<file path="config.mk">
export PLATFORM = sky130hd
export DESIGN_NAME = tmr_top
export DESIGN_NICKNAME = d
export VERILOG_FILES = /design/src/pkg/tmr_pkg.sv /design/src/pkg/tmr_base_if.sv /design/src/tmr_prescaler.sv /design/src/tmr_compare.sv /design/src/tmr_top.sv
export VERILOG_INCLUDE_DIRS = /design/src /design/src/pkg
export SDC_FILE = /design/constraint.sdc
export NUM_CORES = 1
export LEC_CHECK = 0
export ABC_CLOCK_PERIOD_IN_PS = 4200
export BUFFER_PORTS_ARGS = -buffer_cell sky130_fd_sc_hd__buf_2
export CAP_MARGIN = 10
export CORE_UTILIZATION = 57
export DETAILED_ROUTE_END_ITERATION = 10
export PLACE_DENSITY = 0.83
export SLEW_MARGIN = 20
export SYNTH_ARGS = -nofsm -noshare
export SYNTH_HDL_FRONTEND = slang
export SYNTH_SLANG_ARGS = --single-unit
</file>
<file path="constraint.sdc">
create_clock -name mclk -period 4.2 [get_ports mclk]
set_input_delay 0.21 -clock mclk [delete_from_list [all_inputs] [get_ports mclk]]
set_output_delay 0.21 -clock mclk [all_outputs]
set_load 0.01 [all_outputs]
</file>
<file path="src/pkg/tmr_regs.svh">
// register offsets, field positions, reset values and prescaler taps
// for the 16-bit timer; included by every design file under src and by the bench
`ifndef TMR_REGS_SVH
`define TMR_REGS_SVH

// byte offsets on the register port
`define TMR_CTRL_A     4'h0
`define TMR_CTRL_B     4'h1
`define TMR_CNT_LO     4'h2
`define TMR_CNT_HI     4'h3
`define TMR_CMPA_LO    4'h4
`define TMR_CMPA_HI    4'h5
`define TMR_CMPB_LO    4'h6
`define TMR_CMPB_HI    4'h7
`define TMR_CAP_LO     4'h8
`define TMR_CAP_HI     4'h9
`define TMR_INT_STAT   4'ha
`define TMR_INT_CLR    4'hb
`define TMR_INT_EN     4'hc
`define TMR_PIN_DIR    4'hd

// field positions and writable masks
`define TMR_COMA_POS   6
`define TMR_WGML_POS   0
`define TMR_WGMH_POS   3
`define TMR_CS_POS     0
`define TMR_CTRL_A_MSK 8'hf3
`define TMR_CTRL_B_MSK 8'h1f
`define TMR_FLAG_OVF   0
`define TMR_FLAG_CMPA  1
`define TMR_FLAG_CMPB  2
`define TMR_FLAG_CAP   3

// reset values and counter landmarks
`define TMR_RST_BYTE   8'h00
`define TMR_RST_WORD   16'h0000
`define TMR_BOTTOM     16'h0000
`define TMR_MAX        16'hffff
`define TMR_TOP8       16'h00ff
`define TMR_TOP9       16'h01ff
`define TMR_TOP10      16'h03ff

// waveform mode codes
`define TMR_WGM_FAST8  4'h5
`define TMR_WGM_FAST9  4'h6
`define TMR_WGM_FAST10 4'h7
`define TMR_WGM_CTC_A  4'h4
`define TMR_WGM_CTC_I  4'hc
`define TMR_WGM_FAST_I 4'he
`define TMR_WGM_FAST_A 4'hf

// clock select codes and divider tap msbs (n = 8, 64, 256, 1024)
`define TMR_CS_DIV1    3'h1
`define TMR_CS_DIV8    3'h2
`define TMR_CS_DIV64   3'h3
`define TMR_CS_DIV256  3'h4
`define TMR_CS_DIV1024 3'h5
`define TMR_TAP8       2
`define TMR_TAP64      5
`define TMR_TAP256     7
`define TMR_TAP1024    9

`endif

</file>
<file path="src/pkg/tmr_pkg.sv">
// types shared by the 16-bit timer modules
// assumes nothing beyond a systemverilog compiler
package tmr_pkg;

    typedef enum logic [1:0] {
        TMR_NORMAL = 2'b00,
        TMR_CTC    = 2'b01,
        TMR_FAST   = 2'b10
    } tmr_class_t;

endpackage

</file>
<file path="src/pkg/tmr_base_if.sv">
// shared timebase carried from the timer core to its compare units
// assumes tmr_pkg is compiled first
`timescale 1ns/1ps
interface tmr_base_if;
    import tmr_pkg::*;

    logic        tick;
    logic [15:0] count;
    logic [15:0] top;
    logic        block;
    tmr_class_t  mode_class;

    modport timebase (output tick, count, top, block, mode_class);
    modport unit     (input  tick, count, top, block, mode_class);
endinterface

</file>
<file path="src/tmr_prescaler.sv">
// clock prescaler: one-cycle timer tick every n clocks
// assumes a synchronous active-high reset on mclk
`timescale 1ns/1ps
`include "tmr_regs.svh"
module tmr_prescaler
    import tmr_pkg::*;
(
    // clock and reset
    input  wire logic       mclk,
    input  wire logic       rst,
    // clock select, zero stops the timer
    input  wire logic [2:0] clk_sel,
    // timer clock pulse
    output logic            tick
);
    logic [9:0] div_reg;

    always_ff @(posedge mclk)
    begin
        if (rst || clk_sel == 3'h0)
            div_reg <= 10'h000;
        else
            div_reg <= div_reg + 10'h001;
    end

    always_comb
    begin
        unique case (clk_sel)
            `TMR_CS_DIV1:    tick = 1'b1;
            `TMR_CS_DIV8:    tick = &div_reg[`TMR_TAP8:0];
            `TMR_CS_DIV64:   tick = &div_reg[`TMR_TAP64:0];
            `TMR_CS_DIV256:  tick = &div_reg[`TMR_TAP256:0];
            `TMR_CS_DIV1024: tick = &div_reg[`TMR_TAP1024:0];
            default:         tick = 1'b0;
        endcase
    end
endmodule

</file>
<file path="src/tmr_compare.sv">
// one compare unit: match detection and waveform generator
// assumes the timebase interface is driven by the timer core
`timescale 1ns/1ps
`include "tmr_regs.svh"
module tmr_compare
    import tmr_pkg::*;
(
    // clock and reset
    input  wire logic        mclk,
    input  wire logic        rst,
    // shared timebase
    tmr_base_if.unit         base,
    // channel setup
    input  wire logic [1:0]  out_mode,
    input  wire logic [15:0] compare,
    input  wire logic        toggle_ok,
    // match event and waveform
    output logic             match,
    output logic             wave,
    output logic             connected
);
    logic at_top;

    assign at_top = (base.count == base.top);
    assign match = base.tick && !base.block && base.count == compare;

    always_ff @(posedge mclk)
    begin
        if (rst)
            wave <= 1'b0;
        else if (base.tick)
        begin
            unique case (base.mode_class)
                TMR_FAST:
                begin
                    if (out_mode[1] && at_top)
                        wave <= out_mode[0];
                    else if (out_mode[1] && match)
                        wave <= ~out_mode[0];
                    else if (out_mode == 2'h1 && toggle_ok && match)
                        wave <= ~wave;
                end
                default:
                begin
                    if (match && out_mode == 2'h1)
                        wave <= ~wave;
                    else if (match && out_mode[1])
                        wave <= out_mode[0];
                end
            endcase
        end
    end

    // toggle in fast pwm only where the channel allows it
    assign connected = out_mode[1] || (out_mode == 2'h1
                       && (base.mode_class != TMR_FAST || toggle_ok));
endmodule

</file>
<file path="src/tmr_top.sv">
// 16-bit timer/counter with clear-on-match and fast pwm waveforms
// assumes a byte-wide register master on mclk and sync reset rst
//
// Summary of operation
// in clear-on-match mode reaching top raises the compare-a flag or the capture flag, whichever register holds top.
// in clear-on-match mode a write to the top register takes effect at once, with no double buffer.
// a top written below the running count is missed; the count runs to 0xffff, wraps to 0x0000 and only then can match.
// in waveform mode 15 compare value a defines top and is double buffered.
// with output mode a set to 1 in clear-on-match mode, channel a inverts on every compare match.
// the channel a waveform drives the pin only while its direction bit is 1.
// toggle frequency is the clock over 2 times n times (1 plus compare value a), n being 1, 8, 64, 256 or 1024.
// in clear-on-match mode the overflow flag is set in the timer clock where the count rolls from max to 0x0000.
// fast pwm (modes 5, 6, 7, 14, 15) counts from bottom to top, then restarts at bottom.
// fast pwm non-inverting output sets on compare match and clears at top.
// fast pwm inverting output clears on compare match and sets at top.
// software moves 16-bit values as an uninterrupted byte pair, low byte read first.
// all 16-bit byte accesses go through one shared 8-bit high-byte latch.
// a counter write blocks compare matches on the next timer clock for every unit.
// in fast pwm a compare equal to top with the upper mode bit set only acts at top.
// in clear-on-match mode the count returns to bottom on the timer clock after it matches top.
//
// The register addresses and the plain strobed port were decided locally.
`timescale 1ns/1ps
`include "tmr_regs.svh"
module tmr_top
    import tmr_pkg::*;
(
    // clock and reset
    input  wire logic       mclk,
    input  wire logic       rst,
    // register port
    input  wire logic [3:0] reg_addr,
    input  wire logic [7:0] reg_wdata,
    input  wire logic       reg_wr,
    input  wire logic       reg_rd,
    output logic      [7:0] reg_rdata,
    // compare output pins
    output logic            wave_out_a,
    output logic            wave_out_a_oe,
    output logic            wave_out_b,
    output logic            wave_out_b_oe,
    // interrupt
    output logic            irq
);
    logic [7:0]  ctrl_a_reg;
    logic [7:0]  ctrl_b_reg;
    logic [15:0] count_reg;
    logic [15:0] count_next;
    logic [15:0] capture_value_reg;
    logic [7:0]  temp_reg;
    logic [3:0]  flags_reg;
    logic [3:0]  enable_reg;
    logic [1:0]  pin_dir_reg;
    logic        block_reg;
    logic [7:0]  rdata_reg;
    logic [3:0]  waveform_mode;
    logic [2:0]  clk_sel;
    logic        tick;
    tmr_class_t  mode_class;
    logic [15:0] top;
    logic        top_is_cap;
    logic        at_top;
    logic        cnt_write;
    logic [1:0]  toggle_ok;
    logic [3:0]  flag_set;
    logic [3:0]  flag_clr;
    logic [7:0]  rd_mux;
    logic [7:0]  rd_high;
    logic        rd_is_low;
    logic        wr_is_high;
    wire  [15:0] cmp_eff [2];
    wire  [15:0] cmp_buf [2];
    wire  [1:0]  out_mode [2];
    wire  [1:0]  match;
    wire  [1:0]  wave;
    wire  [1:0]  conn;

    tmr_base_if base ();

    assign waveform_mode = {ctrl_b_reg[`TMR_WGMH_POS +: 2],
                            ctrl_a_reg[`TMR_WGML_POS +: 2]};
    assign clk_sel = ctrl_b_reg[`TMR_CS_POS +: 3];

    tmr_prescaler u_presc (
        .mclk    (mclk),
        .rst     (rst),
        .clk_sel (clk_sel),
        .tick    (tick)
    );

    // mode decode: class of operation and top source
    always_comb
    begin
        mode_class = TMR_NORMAL;
        top = `TMR_MAX;
        top_is_cap = 1'b0;
        unique case (waveform_mode)
            `TMR_WGM_CTC_A:
            begin
                mode_class = TMR_CTC;
                top = cmp_eff[0];
            end
            `TMR_WGM_CTC_I:
            begin
                mode_class = TMR_CTC;
                top = capture_value_reg;
                top_is_cap = 1'b1;
            end
            `TMR_WGM_FAST8:
            begin
                mode_class = TMR_FAST;
                top = `TMR_TOP8;
            end
            `TMR_WGM_FAST9:
            begin
                mode_class = TMR_FAST;
                top = `TMR_TOP9;
            end
            `TMR_WGM_FAST10:
            begin
                mode_class = TMR_FAST;
                top = `TMR_TOP10;
            end
            `TMR_WGM_FAST_I:
            begin
                mode_class = TMR_FAST;
                top = capture_value_reg;
                top_is_cap = 1'b1;
            end
            `TMR_WGM_FAST_A:
            begin
                mode_class = TMR_FAST;
                top = cmp_eff[0];
            end
            default:
            begin
                mode_class = TMR_NORMAL;
            end
        endcase
    end

    assign at_top = (count_reg == top);
    assign toggle_ok[0] = (waveform_mode == `TMR_WGM_FAST_I)
                          || (waveform_mode == `TMR_WGM_FAST_A);
    assign toggle_ok[1] = 1'b0;

    assign base.tick = tick;
    assign base.count = count_reg;
    assign base.top = top;
    assign base.block = block_reg;
    assign base.mode_class = mode_class;

    // compare channels a and b
    for (genvar i = 0; i < 2; i++)
    begin : g_chan
        localparam logic [3:0] LO_ADDR = 4'(`TMR_CMPA_LO + 2 * i);
        logic [15:0] buf_reg;
        logic [15:0] act_reg;

        always_ff @(posedge mclk)
        begin
            if (rst)
                buf_reg <= `TMR_RST_WORD;
            else if (reg_wr && reg_addr == LO_ADDR)
                buf_reg <= {temp_reg, reg_wdata};
        end

        always_ff @(posedge mclk)
        begin
            if (rst)
                act_reg <= `TMR_RST_WORD;
            else if (mode_class != TMR_FAST)
                act_reg <= buf_reg;
            else if (tick && at_top)
                act_reg <= buf_reg;
        end

        assign cmp_buf[i] = buf_reg;
        assign cmp_eff[i] = (mode_class == TMR_FAST) ? act_reg : buf_reg;
        assign out_mode[i] = ctrl_a_reg[`TMR_COMA_POS - 2 * i +: 2];

        tmr_compare u_cmp (
            .mclk      (mclk),
            .rst       (rst),
            .base      (base),
            .out_mode  (out_mode[i]),
            .compare   (cmp_eff[i]),
            .toggle_ok (toggle_ok[i]),
            .match     (match[i]),
            .wave      (wave[i]),
            .connected (conn[i])
        );
    end

    // counter
    assign cnt_write = reg_wr && reg_addr == `TMR_CNT_LO;

    always_comb
    begin
        if (cnt_write)
            count_next = {temp_reg, reg_wdata};
        else if (tick && mode_class != TMR_NORMAL && at_top)
            count_next = `TMR_BOTTOM;
        else if (tick)
            count_next = count_reg + 16'h0001;
        else
            count_next = count_reg;
    end

    always_ff @(posedge mclk)
    begin
        if (rst)
            count_reg <= `TMR_RST_WORD;
        else
            count_reg <= count_next;
    end

    always_ff @(posedge mclk)
    begin
        if (rst)
            block_reg <= 1'b0;
        else if (cnt_write)
            block_reg <= 1'b1;
        else if (tick)
            block_reg <= 1'b0;
    end

    // control registers
    always_ff @(posedge mclk)
    begin
        if (rst)
        begin
            ctrl_a_reg <= `TMR_RST_BYTE;
            ctrl_b_reg <= `TMR_RST_BYTE;
            enable_reg <= 4'h0;
            pin_dir_reg <= 2'h0;
        end
        else if (reg_wr)
        begin
            unique case (reg_addr)
                `TMR_CTRL_A: ctrl_a_reg <= reg_wdata & `TMR_CTRL_A_MSK;
                `TMR_CTRL_B: ctrl_b_reg <= reg_wdata & `TMR_CTRL_B_MSK;
                `TMR_INT_EN: enable_reg <= reg_wdata[3:0];
                `TMR_PIN_DIR: pin_dir_reg <= reg_wdata[1:0];
                default: ;
            endcase
        end
    end

    always_ff @(posedge mclk)
    begin
        if (rst)
            capture_value_reg <= `TMR_RST_WORD;
        else if (reg_wr && reg_addr == `TMR_CAP_LO)
            capture_value_reg <= {temp_reg, reg_wdata};
    end

    // shared high-byte latch
    assign wr_is_high = reg_addr[0] && reg_addr >= `TMR_CNT_HI
                        && reg_addr <= `TMR_CAP_HI;

    always_ff @(posedge mclk)
    begin
        if (rst)
            temp_reg <= `TMR_RST_BYTE;
        else if (reg_wr && wr_is_high)
            temp_reg <= reg_wdata;
        else if (reg_rd && rd_is_low)
            temp_reg <= rd_high;
    end

    // interrupt flags: set wins over clear
    assign flag_set[`TMR_FLAG_OVF] = tick && !cnt_write
        && ((mode_class == TMR_FAST) ? at_top : count_reg == `TMR_MAX);
    assign flag_set[`TMR_FLAG_CMPA] = match[0];
    assign flag_set[`TMR_FLAG_CMPB] = match[1];
    assign flag_set[`TMR_FLAG_CAP] = tick && at_top && top_is_cap;
    assign flag_clr = (reg_wr && reg_addr == `TMR_INT_CLR)
                      ? reg_wdata[3:0] : 4'h0;

    always_ff @(posedge mclk)
    begin
        if (rst)
            flags_reg <= 4'h0;
        else
            flags_reg <= (flags_reg & ~flag_clr) | flag_set;
    end

    assign irq = |(flags_reg & enable_reg);

    // read path
    always_comb
    begin
        rd_mux = 8'h00;
        rd_high = 8'h00;
        rd_is_low = 1'b0;
        unique case (reg_addr)
            `TMR_CTRL_A: rd_mux = ctrl_a_reg;
            `TMR_CTRL_B: rd_mux = ctrl_b_reg;
            `TMR_CNT_LO:
            begin
                rd_mux = count_reg[7:0];
                rd_high = count_reg[15:8];
                rd_is_low = 1'b1;
            end
            `TMR_CMPA_LO:
            begin
                rd_mux = cmp_buf[0][7:0];
                rd_high = cmp_buf[0][15:8];
                rd_is_low = 1'b1;
            end
            `TMR_CMPB_LO:
            begin
                rd_mux = cmp_buf[1][7:0];
                rd_high = cmp_buf[1][15:8];
                rd_is_low = 1'b1;
            end
            `TMR_CAP_LO:
            begin
                rd_mux = capture_value_reg[7:0];
                rd_high = capture_value_reg[15:8];
                rd_is_low = 1'b1;
            end
            `TMR_CNT_HI, `TMR_CMPA_HI, `TMR_CMPB_HI, `TMR_CAP_HI:
                rd_mux = temp_reg;
            `TMR_INT_STAT: rd_mux = {4'h0, flags_reg};
            `TMR_INT_EN: rd_mux = {4'h0, enable_reg};
            `TMR_PIN_DIR: rd_mux = {6'h00, pin_dir_reg};
            default: rd_mux = 8'h00;
        endcase
    end

    always_ff @(posedge mclk)
    begin
        if (rst)
            rdata_reg <= 8'h00;
        else if (reg_rd)
            rdata_reg <= rd_mux;
        else
            rdata_reg <= 8'h00;
    end

    assign reg_rdata = rdata_reg;

    // pins
    assign wave_out_a = conn[0] & wave[0];
    assign wave_out_b = conn[1] & wave[1];
    assign wave_out_a_oe = pin_dir_reg[0];
    assign wave_out_b_oe = pin_dir_reg[1];
endmodule

</file>
==> results of run 1 <==
Yosys cell counts, types with 13 or more instances:
library cell  number
nor4_1            13
mux2i_1           52
a21oi_1           92
a31oi_1           14
buf_2             15
nand3_1           20
a22oi_1           37
nand2_1          148
clkbuf_1          57
dfxtp_1          146
nor3_1            20
nor2_1           106
o21ai_0           28
xnor2_1           28
and3_1            18
a221oi_1          13
inv_1             34
per-layer routing:
| layer | vias up | share of wire (%) |
|---|---|---|
| met1 | 3935 | 38 |
| met3 | 149 | 14 |
| met2 | 644 | 41 |
| met5 | - | 0 |
| met4 | 0 | 6.8 |
| li1 | 3808 | - |
cell usage in the layout (no fill, tap or decap), types with 6 or more instances in the layout:
cell type / instances
inv_1: 34
nand4_1: 6
nand4b_1: 7
nor4_1: 13
nand3_1: 20
nand2_1: 148
buf_4: 23
nand2b_1: 9
a31oi_1: 14
a22oi_1: 37
o221ai_1: 11
dfxtp_1: 146
nor2_1: 106
xor2_1: 11
a21oi_1: 92
nor3_1: 20
o211ai_1: 6
buf_2: 27
and2_1: 6
mux2_2: 9
and3_1: 18
nand3b_1: 8
and3b_1: 6
a222oi_1: 9
clkbuf_16: 17
a221oi_1: 13
o21ai_0: 28
or3_1: 7
nor2b_1: 9
xnor2_1: 28
mux2i_1: 52
a211oi_1: 8
o22ai_1: 8
power by group:
part | total (mW) | internal, mW | switching (mW) | leakage (nW)
logic | 0.175 | 0.0518 | 0.123 | 1.68
clock network | 1.46 | 0.787 | 0.670 | 0.272
registers | 1.42 | 1.40 | 0.0249 | 1.18
stage by stage:
step | instance area (sq um) | cells | setup slack, ns | util (%)
floorplan | 8354 | 1058 | 1.530 | -
global placement | 8511 | 1205 | 0.7926 | 60.38
detailed placement | 8511 | 1205 | 0.7386 | 60.38
CTS | 9067 | 1237 | 0.7254 | 64.33
global route | 9067 | 1237 | 0.4123 | 64.33
finish | 9067 | 1237 | 0.5811 | 64.33
worst reg2reg max path, delay by kind of cell (launching register included):
family	cells	cell delay, ns
and+or+nand+nor	4	0.60
AOI/OAI and AO/OA	3	0.86
DFF	1	0.89
muxes	1	0.33
buffers and inverters	2	0.82
path summary, 6_finish.rpt:
path / startpoint / end / slack, ns / cells past startpoint
min reg2reg: u_presc.div_reg[0]$_SDFF_PP0_ / u_presc.div_reg[0]$_SDFF_PP0_ / 0.48 / 1
max reg2reg: ctrl_a_reg[0]$_SDFFE_PP0P_ / g_chan[0].act_reg[14]$_SDFFE_PP0P_ / 0.58 / 10
min: reg_wdata[7] / g_chan[1].buf_reg[7]$_SDFFE_PP0P_ / 0.11 / 3
max: ctrl_a_reg[0]$_SDFFE_PP0P_ / g_chan[0].act_reg[14]$_SDFFE_PP0P_ / 0.58 / 10
logic make-up after synthesis:
| family | after synthesis | synth area share, % |
|---|---|---|
| simple gates | 411 | 23.81 |
| compound gates | 278 | 22.97 |
| flops | 146 | 34.99 |
| fa+ha+maj | 3 | 0.4494 |
| xor+xnor | 39 | 4.089 |
| mux | 61 | 7.444 |
| buf+inv | 120 | 6.245 |
cell type report:
class	instances	area share, %
multi-input cells	792	54.22
flip-flops and latches	146	32.23
clock buffers	18	4.843
repair buffers	50	3.395
well taps	180	2.484
inverters	37	1.532
clock inverters	14	1.297
==> summary.txt, run 1 <==
Status
  • Status: completed

Global route
  • GR peak layer: met2
  • Met3 GRT Util: a little over an eighth
  • Vias in the first global route: approximately 7600
  • GRT Residual Overflow: 0
  • GR Layer Usage met2: 56.92%
  • Largest net degree at the start of global routing: between 40 and 50
  • Initial antenna violation count: 0
  • Total track usage: about two fifths
  • Routing usage on met1: between 50% and 60%
  • Global-route wire length before repair: 44560 microns

Timing
  • Final period util: between 80% and 90%
  • Final hold vios: 0
  • Unrepaired setup endpoints after global routing: no
  • Final Skew: around 0.014 ns
  • Min Hold Slack: about 0.11 ns
  • Slew Limit Fails: 0
  • Tmin final: around 3.6 ns
  • Final setup fails: 0
  • Worst Tran Pin Value: 1.142 ns
  • Total negative slack: 0 ns
  • Relative slew slack: approximately a quarter
  • Fmax: between 200 and 300 MHz

Min path
  • Hold Crit Class: input pin to flip-flop

Route
  • Final WL: around 30000 microns
  • Wirelength per Cell: around 24 microns
  • Drt initial violations: between 1000 and 1500
  • Via/cell ratio: roughly 6.9
  • # DRC: 0
  • Vias: 8536
  • Routed Antenna Nets: 0
  • Initial DRT Pass Iterations: 9

Synthesis
  • #FFs+latches synth: between 100 and 150
  • Main area contributors after synthesis: dfxtp_1 (35%), nand2_1 (6.6%), mux2i_1 (6.2%)
  • Post-synthesis sequential area ratio: 34.99%
  • Dominant cell type by area after synthesis: dfxtp_1
  • Synth warnings: 0
  • Cell variety after synth: 77
  • FFs w/ async S/R, synth: 0%
  • Ys flop type: dfxtp_1
  • Number of synthesized flops with an enable pin: 0
  • Synth top area share: 34.99%
  • Syn_nets: 1077
  • Cells after Synth: around 1100
  • Syn avg cell area: 7.896 sq um
  • Post-Syn Area: about 8400 sq um

Cells and area
  • N_diodes: 0
  • Fill count: 1240
  • Syn-to-layout area delta: 8.537%
  • NumNets Final: ~1100
  • Layout cells sized above 1: 10.03%
  • Area occupied by registers: between 2000 and 3000 sq um
  • Area of the multi-input gates: between 4000 and 5000 sq um

Critical path
  • Critical path's largest stage delay: ~0.89 ns
  • Worst path required time: between 4 and 5 ns
  • Critical Path AT: just under 4 ns
  • Buf/Inv on CP: 2
  • CP Cell Sequence: buf_4 > nor2_1 > a211oi_1 > nor4_1 > a211o_1 > and4bb_1 > a21oi_4 > buf_4 > mux2i_1 > nor2_1
  • Max FO, Critical Path: 32
  • CP Capture Type: flip-flop
  • CP top delay family: flip-flops
  • CP max stage cell: dfxtp_1
  • Kind of critical path: flip-flop to flip-flop
  • Startpoint class of the critical path: flip-flop

Clock tree
  • Worst-path clk slew: 0.07 ns
  • CTS sink cnt: 146
  • Worst-Skew Late Latency: roughly 0.44 ns
  • Max clock buf depth: 2
  • Post-CTS Setup Bufs: 0
  • # hold bufs at CTS: 0
  • Resized cells post-CTS: 0
  • H-tree levels: 4
  • TritonCTS clock tree: built
  • Num CTS Buffers: 17
  • Clk root buf: clkbuf_16

Die
  • Die footprint: 15150 sq um
  • Die Ht: 123.1 microns
  • Initial Util: around 60%
  • Core area: around 14000 sq um
  • Cell Rows: between 40 and 50
  • Io pins: 29
  • Die X: approximately 120 microns

Flow run
  • Max-cap violations: 0

Power and ir drop
  • PD cells: 336.7 nW/um^2
  • Total power: about 3.1 mW
  • Leak pwr: 3.131 nW
  • Maximum VDD drop: about 360 uV

Place
  • Port bufs: 28
  • Hpwl dp: between 20000 and 25000 microns
  • GP Congestion: just over 1
No activity file was read; power rests on OpenSTA's default activity.
==> inputs of run 2 (changes only) <==
--- a/config.mk
+++ b/config.mk
@@ -9,9 +9,10 @@
 export ABC_CLOCK_PERIOD_IN_PS = 4200
 export BUFFER_PORTS_ARGS = -buffer_cell sky130_fd_sc_hd__buf_2
 export CAP_MARGIN = 10
-export CORE_UTILIZATION = 57
+export CORE_ASPECT_RATIO = 2
+export CORE_UTILIZATION = 55
 export DETAILED_ROUTE_END_ITERATION = 10
-export PLACE_DENSITY = 0.83
+export PLACE_DENSITY = 0.81
 export SLEW_MARGIN = 20
 export SYNTH_ARGS = -nofsm -noshare
 export SYNTH_HDL_FRONTEND = slang
==> run 2 against run 1 <==
Compared with the run above: sequential share of layout area fell by 0.28 points; critical path depth fell by 1; fmax fell by 7.0%; worst hold slack got worse by 0.0082 ns; global-route usage rose by 5.9 points; non-clock buffer count rose by 7; critical endpoint is now g_chan[0].u_cmp.wave$_SDFFE_PP0P_; largest cell class unchanged.
==> summary.txt, run 2 (synthesis gave the netlist of run 1 again) <==
Global route
  • Vias in the first global route: 8092 (+6.0%)
  • Global-route wire length before repair: 50690 microns (+14%)
  • GRT Residual Overflow: 0 (unchanged)
  • Largest net degree at the start of global routing: 76 (+55%)
  • Total track usage: 46.01% (+5.9 points)
  • Initial antenna violation count: 2 (+2)

Timing
  • Final setup fails: 0 (unchanged)
  • Worst Tran Pin Value: 1.013 ns (-0.1288 ns)
  • Fmax: 257.0 MHz (-7.0%)
  • Final Skew: 0.01390 ns (-0.0004889 ns)
  • Tmin final: 3.891 ns (+0.2719 ns)
  • Final period util: 92.64% (+6.5 points)
  • Final hold vios: 0 (unchanged)
  • Total negative slack: 0 ns (unchanged)
  • Slew Limit Fails: 0 (unchanged)
  • Relative slew slack: 32.45% (+8.6 points)
  • Unrepaired setup endpoints after global routing: no

Critical path
  • Max FO, Critical Path: 24 (-25%)
  • Worst path required time: 4.58 ns (+0.07 ns)
  • CP Capture Type: flip-flop
  • Critical Path AT: 4.27 ns (+0.34 ns)
  • Startpoint class of the critical path: flip-flop
  • Worst R2R Start: ctrl_a_reg[0]$_SDFFE_PP0P_
  • Kind of critical path: flip-flop to flip-flop
  • Crit path from: ctrl_a_reg[0]$_SDFFE_PP0P_

Die
  • Die footprint: 15720 sq um (+3.8%)
  • Core area: 14820 sq um (+5.1%)
  • Initial Util: 56.37% (-2.9 points)
  • Die Ht: 176.3 microns (+43%)
  • Die X: 89.15 microns (-28%)
  • Io pins: 29 (unchanged)
  • Cell Rows: 63 (+47%)

Cells and area
  • NumNets Final: 1070 (+0.66%)
  • N_diodes: 0 (unchanged)
  • Syn-to-layout area delta: 9.495%
  • Final Instance Area: 9148 sq um (+0.88%)
  • Layout cells sized above 1: 10.34% (+0.31 points)
  • Most common cell after layout, fill and taps aside: nand2_1
  • Commonest cells after routing, fill and taps aside: nand2_1 (148), dfxtp_1 (146), nor2_1 (106)
  • Fill count: 1351 (+9.0%)

Place
  • GP Congestion: 1.102 (+6.3%)
  • Port bufs: 28 (unchanged)
  • Placed cell areas: 8582 sq um (+0.84%)
  • Hpwl dp: 23610 microns (+14%)

Clock tree
  • Worst-Skew Late Latency: 0.44 ns (about the same)
  • CTS sink cnt: 146 (unchanged)
  • # hold bufs at CTS: 0 (unchanged)
  • H-tree levels: 4 (unchanged)
  • Num CTS Buffers: 17 (unchanged)
  • Max clock buf depth: 2 (unchanged)
  • TritonCTS clock tree: built
  • Post-CTS Setup Bufs: 0 (unchanged)
  • Clk root buf: clkbuf_16
  • Worst-path clk slew: 0.06 ns (about the same)
  • Resized cells post-CTS: 0 (unchanged)

Power and ir drop
  • Reg power frac: 46.0% (-0.5 points)
  • Switch Pwr: 789.8 uW (-3.4%)
  • PD cells: 337.9 nW/um^2 (+0.34%)
  • Sw frac: 25.56% (-1.2 points)
  • Clock Power Share: 48.2% (+0.5 points)
  • Maximum VDD drop: 238.8 uV (-33%)
  • Internal: 2.301 mW (+2.9%)
  • Leak pwr: 3.165 nW (+1.1%)
  • Comb pwr share: 5.9% (+0.2 points)

Route
  • Drt initial violations: 1264 (-13%)
  • # DRC: 0 (unchanged)
  • Via/cell ratio: 6.889 (-0.17%)
  • Initial DRT Pass Iterations: 7 (-2)
  • Final WL: 34340 microns (+16%)
  • Routed Antenna Nets: 0 (unchanged)
  • Vias: 8673 (+1.6%)
  • Wirelength per Cell: 27.27 microns (+14%)

Min path
  • Hold Crit Class: input pin to flip-flop
  • Hold Crit Start: reg_wdata[6]

Status
  • Status: completed

Flow run
  • Max-cap violations: 0 (unchanged)
run 2: critical path, cell delays in order, from the launching register on:
cell	delay, ns
dfxtp_1	0.84
and2b_4	0.29
o21a_1	0.55
nand3_1	0.15
a22o_1	0.24
a221oi_1	0.79
and3_1	0.41
o221ai_1	0.17
nor3_1	0.24
o2bb2ai_1	0.13
run 2: worst paths after layout:
kind	to	slack [ns]	depth (start not counted)
setup / recovery	g_chan[0].u_cmp.wave$_SDFFE_PP0P_	0.31	9
hold reg to reg	u_presc.div_reg[0]$_SDFF_PP0_	0.47	1
hold / removal	g_chan[1].buf_reg[6]$_SDFFE_PP0P_	0.10	3
setup reg to reg	g_chan[0].u_cmp.wave$_SDFFE_PP0P_	0.31	9
run 2: layer usage:
layer	GRT usage (%)	share of wire, %	up-vias
li1	-	-	3816
met1	46.74	32	4023
met2	69.43	46	596
met3	16.78	11	236
met4	45.70	12	2
met5	0	0.041	-
run 2: area by class of cell:
type	count	area, sq um	area share [%]
Clock buffer	22	464.2	5.075
Clock inverter	10	101.3	1.108
Inverter	37	138.9	1.518
Multi-Input combinational cell	792	4916	53.74
Sequential cell	146	2923	31.95
Tap cell	195	244.0	2.667
Timing Repair Buffer	57	360.3	3.939
run 2: per-stage QoR:
stage               worst slack, ns  utilization (%)  power (mW)  std cells  hold WS [ns]
finish                       0.3092            61.73       3.091       1259        0.1043
global route                 0.2082            61.73       3.148       1259        0.1114
CTS                          0.6393            61.73       3.078       1259       0.09252
detailed placement           0.6885            57.91       1.621       1227        0.4534
global placement             0.7317            57.91       1.621       1227        0.4465
floorplan                     1.530                -       1.555       1058        0.3292
run 2: power groups by stage:
stage / clock, mW / sequential, mW / combinational [mW]
5_1_grt: 1.54 / 1.42 / 0.191
2_1_floorplan: 0 / 1.44 / 0.118
6_report: 1.49 / 1.42 / 0.181
3_5_place_dp: 0 / 1.45 / 0.172
4_1_cts: 1.49 / 1.42 / 0.173
3_3_place_gp: 0 / 1.45 / 0.172
==> inputs of run 3 (changes only) <==
--- a/config.mk
+++ b/config.mk
@@ -6,13 +6,13 @@
 export SDC_FILE = /design/constraint.sdc
 export NUM_CORES = 1
 export LEC_CHECK = 0
-export ABC_CLOCK_PERIOD_IN_PS = 4200
+export ABC_CLOCK_PERIOD_IN_PS = 4130
 export BUFFER_PORTS_ARGS = -buffer_cell sky130_fd_sc_hd__buf_2
 export CAP_MARGIN = 10
 export CORE_ASPECT_RATIO = 2
 export CORE_UTILIZATION = 55
 export DETAILED_ROUTE_END_ITERATION = 10
-export PLACE_DENSITY = 0.81
+export PLACE_DENSITY_LB_ADDON = 0.05
 export SLEW_MARGIN = 20
 export SYNTH_ARGS = -nofsm -noshare
 export SYNTH_HDL_FRONTEND = slang
==> constraint.sdc (replaced) <==
create_clock -name mclk -period 4.13 [get_ports mclk]
set_input_delay 0.2065 -clock mclk [delete_from_list [all_inputs] [get_ports mclk]]
set_output_delay 0.2065 -clock mclk [all_outputs]
set_load 0.01 [all_outputs]
==> run 3 against run 2 <==
Compared with the run above: the run now ends with design-rule violations left; clock power is 10% higher; routed wire length is 2.1% lower; worst hold slack better by 0.068 ns; global-route usage is 1.6 points lower; largest power group unchanged; largest cell class unchanged; sequential share of layout area is 0.10 points lower.
==> summary.txt, run 3 (synthesis gave the netlist of run 1 again) <==
Critical path
  • Kind of critical path: flip-flop to flip-flop
  • Worst path required time: 4.46 ns (-0.12 ns)
  • Max FO, Critical Path: 28 (+17%)
  • Worst R2R Start: ctrl_a_reg[1]$_SDFFE_PP0P_
  • Crit path from: ctrl_a_reg[1]$_SDFFE_PP0P_
  • CP Capture Type: flip-flop
  • Startpoint class of the critical path: flip-flop
  • Critical Path AT: 4.13 ns (-0.14 ns)
  • R2R depth: 10 (+1)

Power and ir drop
  • PD cells: 357.3 nW/um^2 (+5.7%)
  • Maximum VDD drop: 282.5 uV (+18%)
  • Leak pwr: 3.166 nW (about the same)
  • Clock Power Share: 50.0% (+1.8 points)
  • Internal: 2.456 mW (+6.8%)
  • Total power: 3.279 mW (+6.1%)
  • Switch Pwr: 822.6 uW (+4.1%)
  • Sw frac: 25.09% (-0.47 points)
  • Reg power frac: 44.2% (-1.8 points)
  • Comb pwr share: 5.8% (about the same)

Clock tree
  • Resized cells post-CTS: 0 (unchanged)
  • Clk root buf: clkbuf_16
  • TritonCTS clock tree: built
  • CTS sink cnt: 146 (unchanged)
  • # hold bufs at CTS: 0 (unchanged)
  • Max clock buf depth: 2 (unchanged)
  • Worst-path clk slew: 0.07 ns (about the same)
  • H-tree levels: 4 (unchanged)
  • Worst-Skew Late Latency: 0.44 ns (about the same)
  • Post-CTS Setup Bufs: 0 (unchanged)
  • Num CTS Buffers: 17 (unchanged)

Route
  • Vias: 8554 (-1.4%)
  • Drt initial violations: 1021 (-19%)
  • Via/cell ratio: 6.816 (-1.1%)
  • # DRC: 2 (+2)
  • Final WL: 33600 microns (-2.1%)
  • Wirelength per Cell: 26.78 microns (-1.8%)
  • Initial DRT Pass Iterations: 9 (+2)
  • Routed Antenna Nets: 0 (unchanged)

Timing
  • Relative slew slack: 34.94% (+2.5 points)
  • Slew Limit Fails: 0 (unchanged)
  • Worst Tran Pin Value: 0.9754 ns (-0.03789 ns)
  • Unrepaired setup endpoints after global routing: no
  • Final setup fails: 0 (unchanged)
  • Tmin final: 3.804 ns (-0.08704 ns)
  • Final hold vios: 0 (unchanged)
  • Fmax: 262.9 MHz (+2.3%)
  • Final period util: 92.10% (-0.54 points)
  • Total negative slack: 0 ns (unchanged)
  • Final Skew: 0.01231 ns (-0.001590 ns)

Die
  • Initial Util: 56.37% (unchanged)
  • Die Ht: 176.3 microns (unchanged)
  • Die X: 89.15 microns (unchanged)
  • Cell Rows: 63 (unchanged)
  • Die footprint: 15720 sq um (unchanged)
  • Core area: 14820 sq um (unchanged)
  • Io pins: 29 (unchanged)

Min path
  • Hold Crit Class: input pin to flip-flop
  • Hold Path Stages: 3 (unchanged)
  • Hold Crit Start: reg_wdata[6]

Status
  • Status: finished with violations
  • Failing checks: design-rule violations

Place
  • Placed insts: 1223 (-0.33%)
  • GP Congestion: 1.054 (-4.4%)
  • Port bufs: 28 (unchanged)
  • Hpwl dp: 23950 microns (+1.5%)

Cells and area
  • Layout cells sized above 1: 10.19% (-0.15 points)
  • Cell Count, Final, Fillers Out: 1255 (-0.32%)
  • N_diodes: 0 (unchanged)
  • Post-layout util: 61.93% (+0.20 points)
  • NumNets Final: 1066 (-0.37%)
  • Syn-to-layout area delta: 9.855%
  • Commonest cells after routing, fill and taps aside: nand2_1 (148), dfxtp_1 (146), nor2_1 (106)
  • Area occupied by registers: 2923 sq um (unchanged)
  • Area of the multi-input gates: 4916 sq um (unchanged)
  • Fill count: 1438 (+6.4%)
  • Most common cell after layout, fill and taps aside: nand2_1

Flow run
  • Max-cap violations: 0 (unchanged)

Global route
  • Initial antenna violation count: 0 (-2)
  • Global-route wire length before repair: 49710 microns (-1.9%)
  • Total track usage: 44.44% (-1.6 points)
  • GRT Residual Overflow: 0 (unchanged)
  • Vias in the first global route: 8077 (-0.19%)
  • Largest net degree at the start of global routing: 56 (-26%)
[run 3: cell count changes in the layout (fill, tap and decap cells not counted), sizes merged]
cell	delta
inv	-1
buf	-4
clkbuf	-2
bufinv	+2
clkinvlp	+1
[run 3: power by group through the flow]
stage	Sequential (mW)	Combinational, mW	Clock (mW)
5_1_grt	1.45	0.200	1.69
3_3_place_gp	1.48	0.180	0
6_report	1.45	0.191	1.64
3_5_place_dp	1.48	0.182	0
4_1_cts	1.45	0.182	1.64
2_1_floorplan	1.46	0.120	0
[run 3: final timing paths]
path | slack, ns | end
min | 0.17 | g_chan[0].buf_reg[6]$_SDFFE_PP0P_
min reg2reg | 0.46 | u_presc.div_reg[0]$_SDFF_PP0_
max | 0.33 | g_chan[1].u_cmp.wave$_SDFFE_PP0P_
max reg2reg | 0.33 | g_chan[1].u_cmp.wave$_SDFFE_PP0P_
[run 3: routing by layer]
metal | vias up | global-route usage, % | part of all wire (%)
met5 | - | 0 | 0
met4 | 0 | 38.96 | 10
met3 | 194 | 11.41 | 9.1
met2 | 541 | 70.90 | 47
met1 | 4012 | 46.93 | 34
li1 | 3807 | - | -
[run 3: layout make-up]
cell class                 count  share of cell area (%)
clock inverter                12                   1.704
sequential                   146                   31.85
tap                          195                   2.658
multi-input combinational    792                   53.57
clock buffer                  20                   4.976
timing repair buffer          53                   3.736
inverter                      37                   1.513
[run 3: critical path: stages, from the launching register on]
cell,delay [ns]
dfxtp_1,0.90
buf_4,0.29
o21a_1,0.28
buf_4,0.33
mux2_2,0.21
o22ai_1,0.08
a2111oi_1,0.68
nand4_1,0.32
nor3b_1,0.27
a211oi_1,0.06
o221a_2,0.25
[run 3: metrics by stage]
stage          hold slack, ns  setup slack, ns  instance area, sq um
2_1_floorplan          0.3257            1.460                  8354
3_3_place_gp           0.4442           0.5417                  8564
3_5_place_dp           0.4544           0.5011                  8564
4_1_cts                0.1358           0.4672                  9178
5_1_grt                0.1642           0.2060                  9178
6_report               0.1722           0.3262                  9178
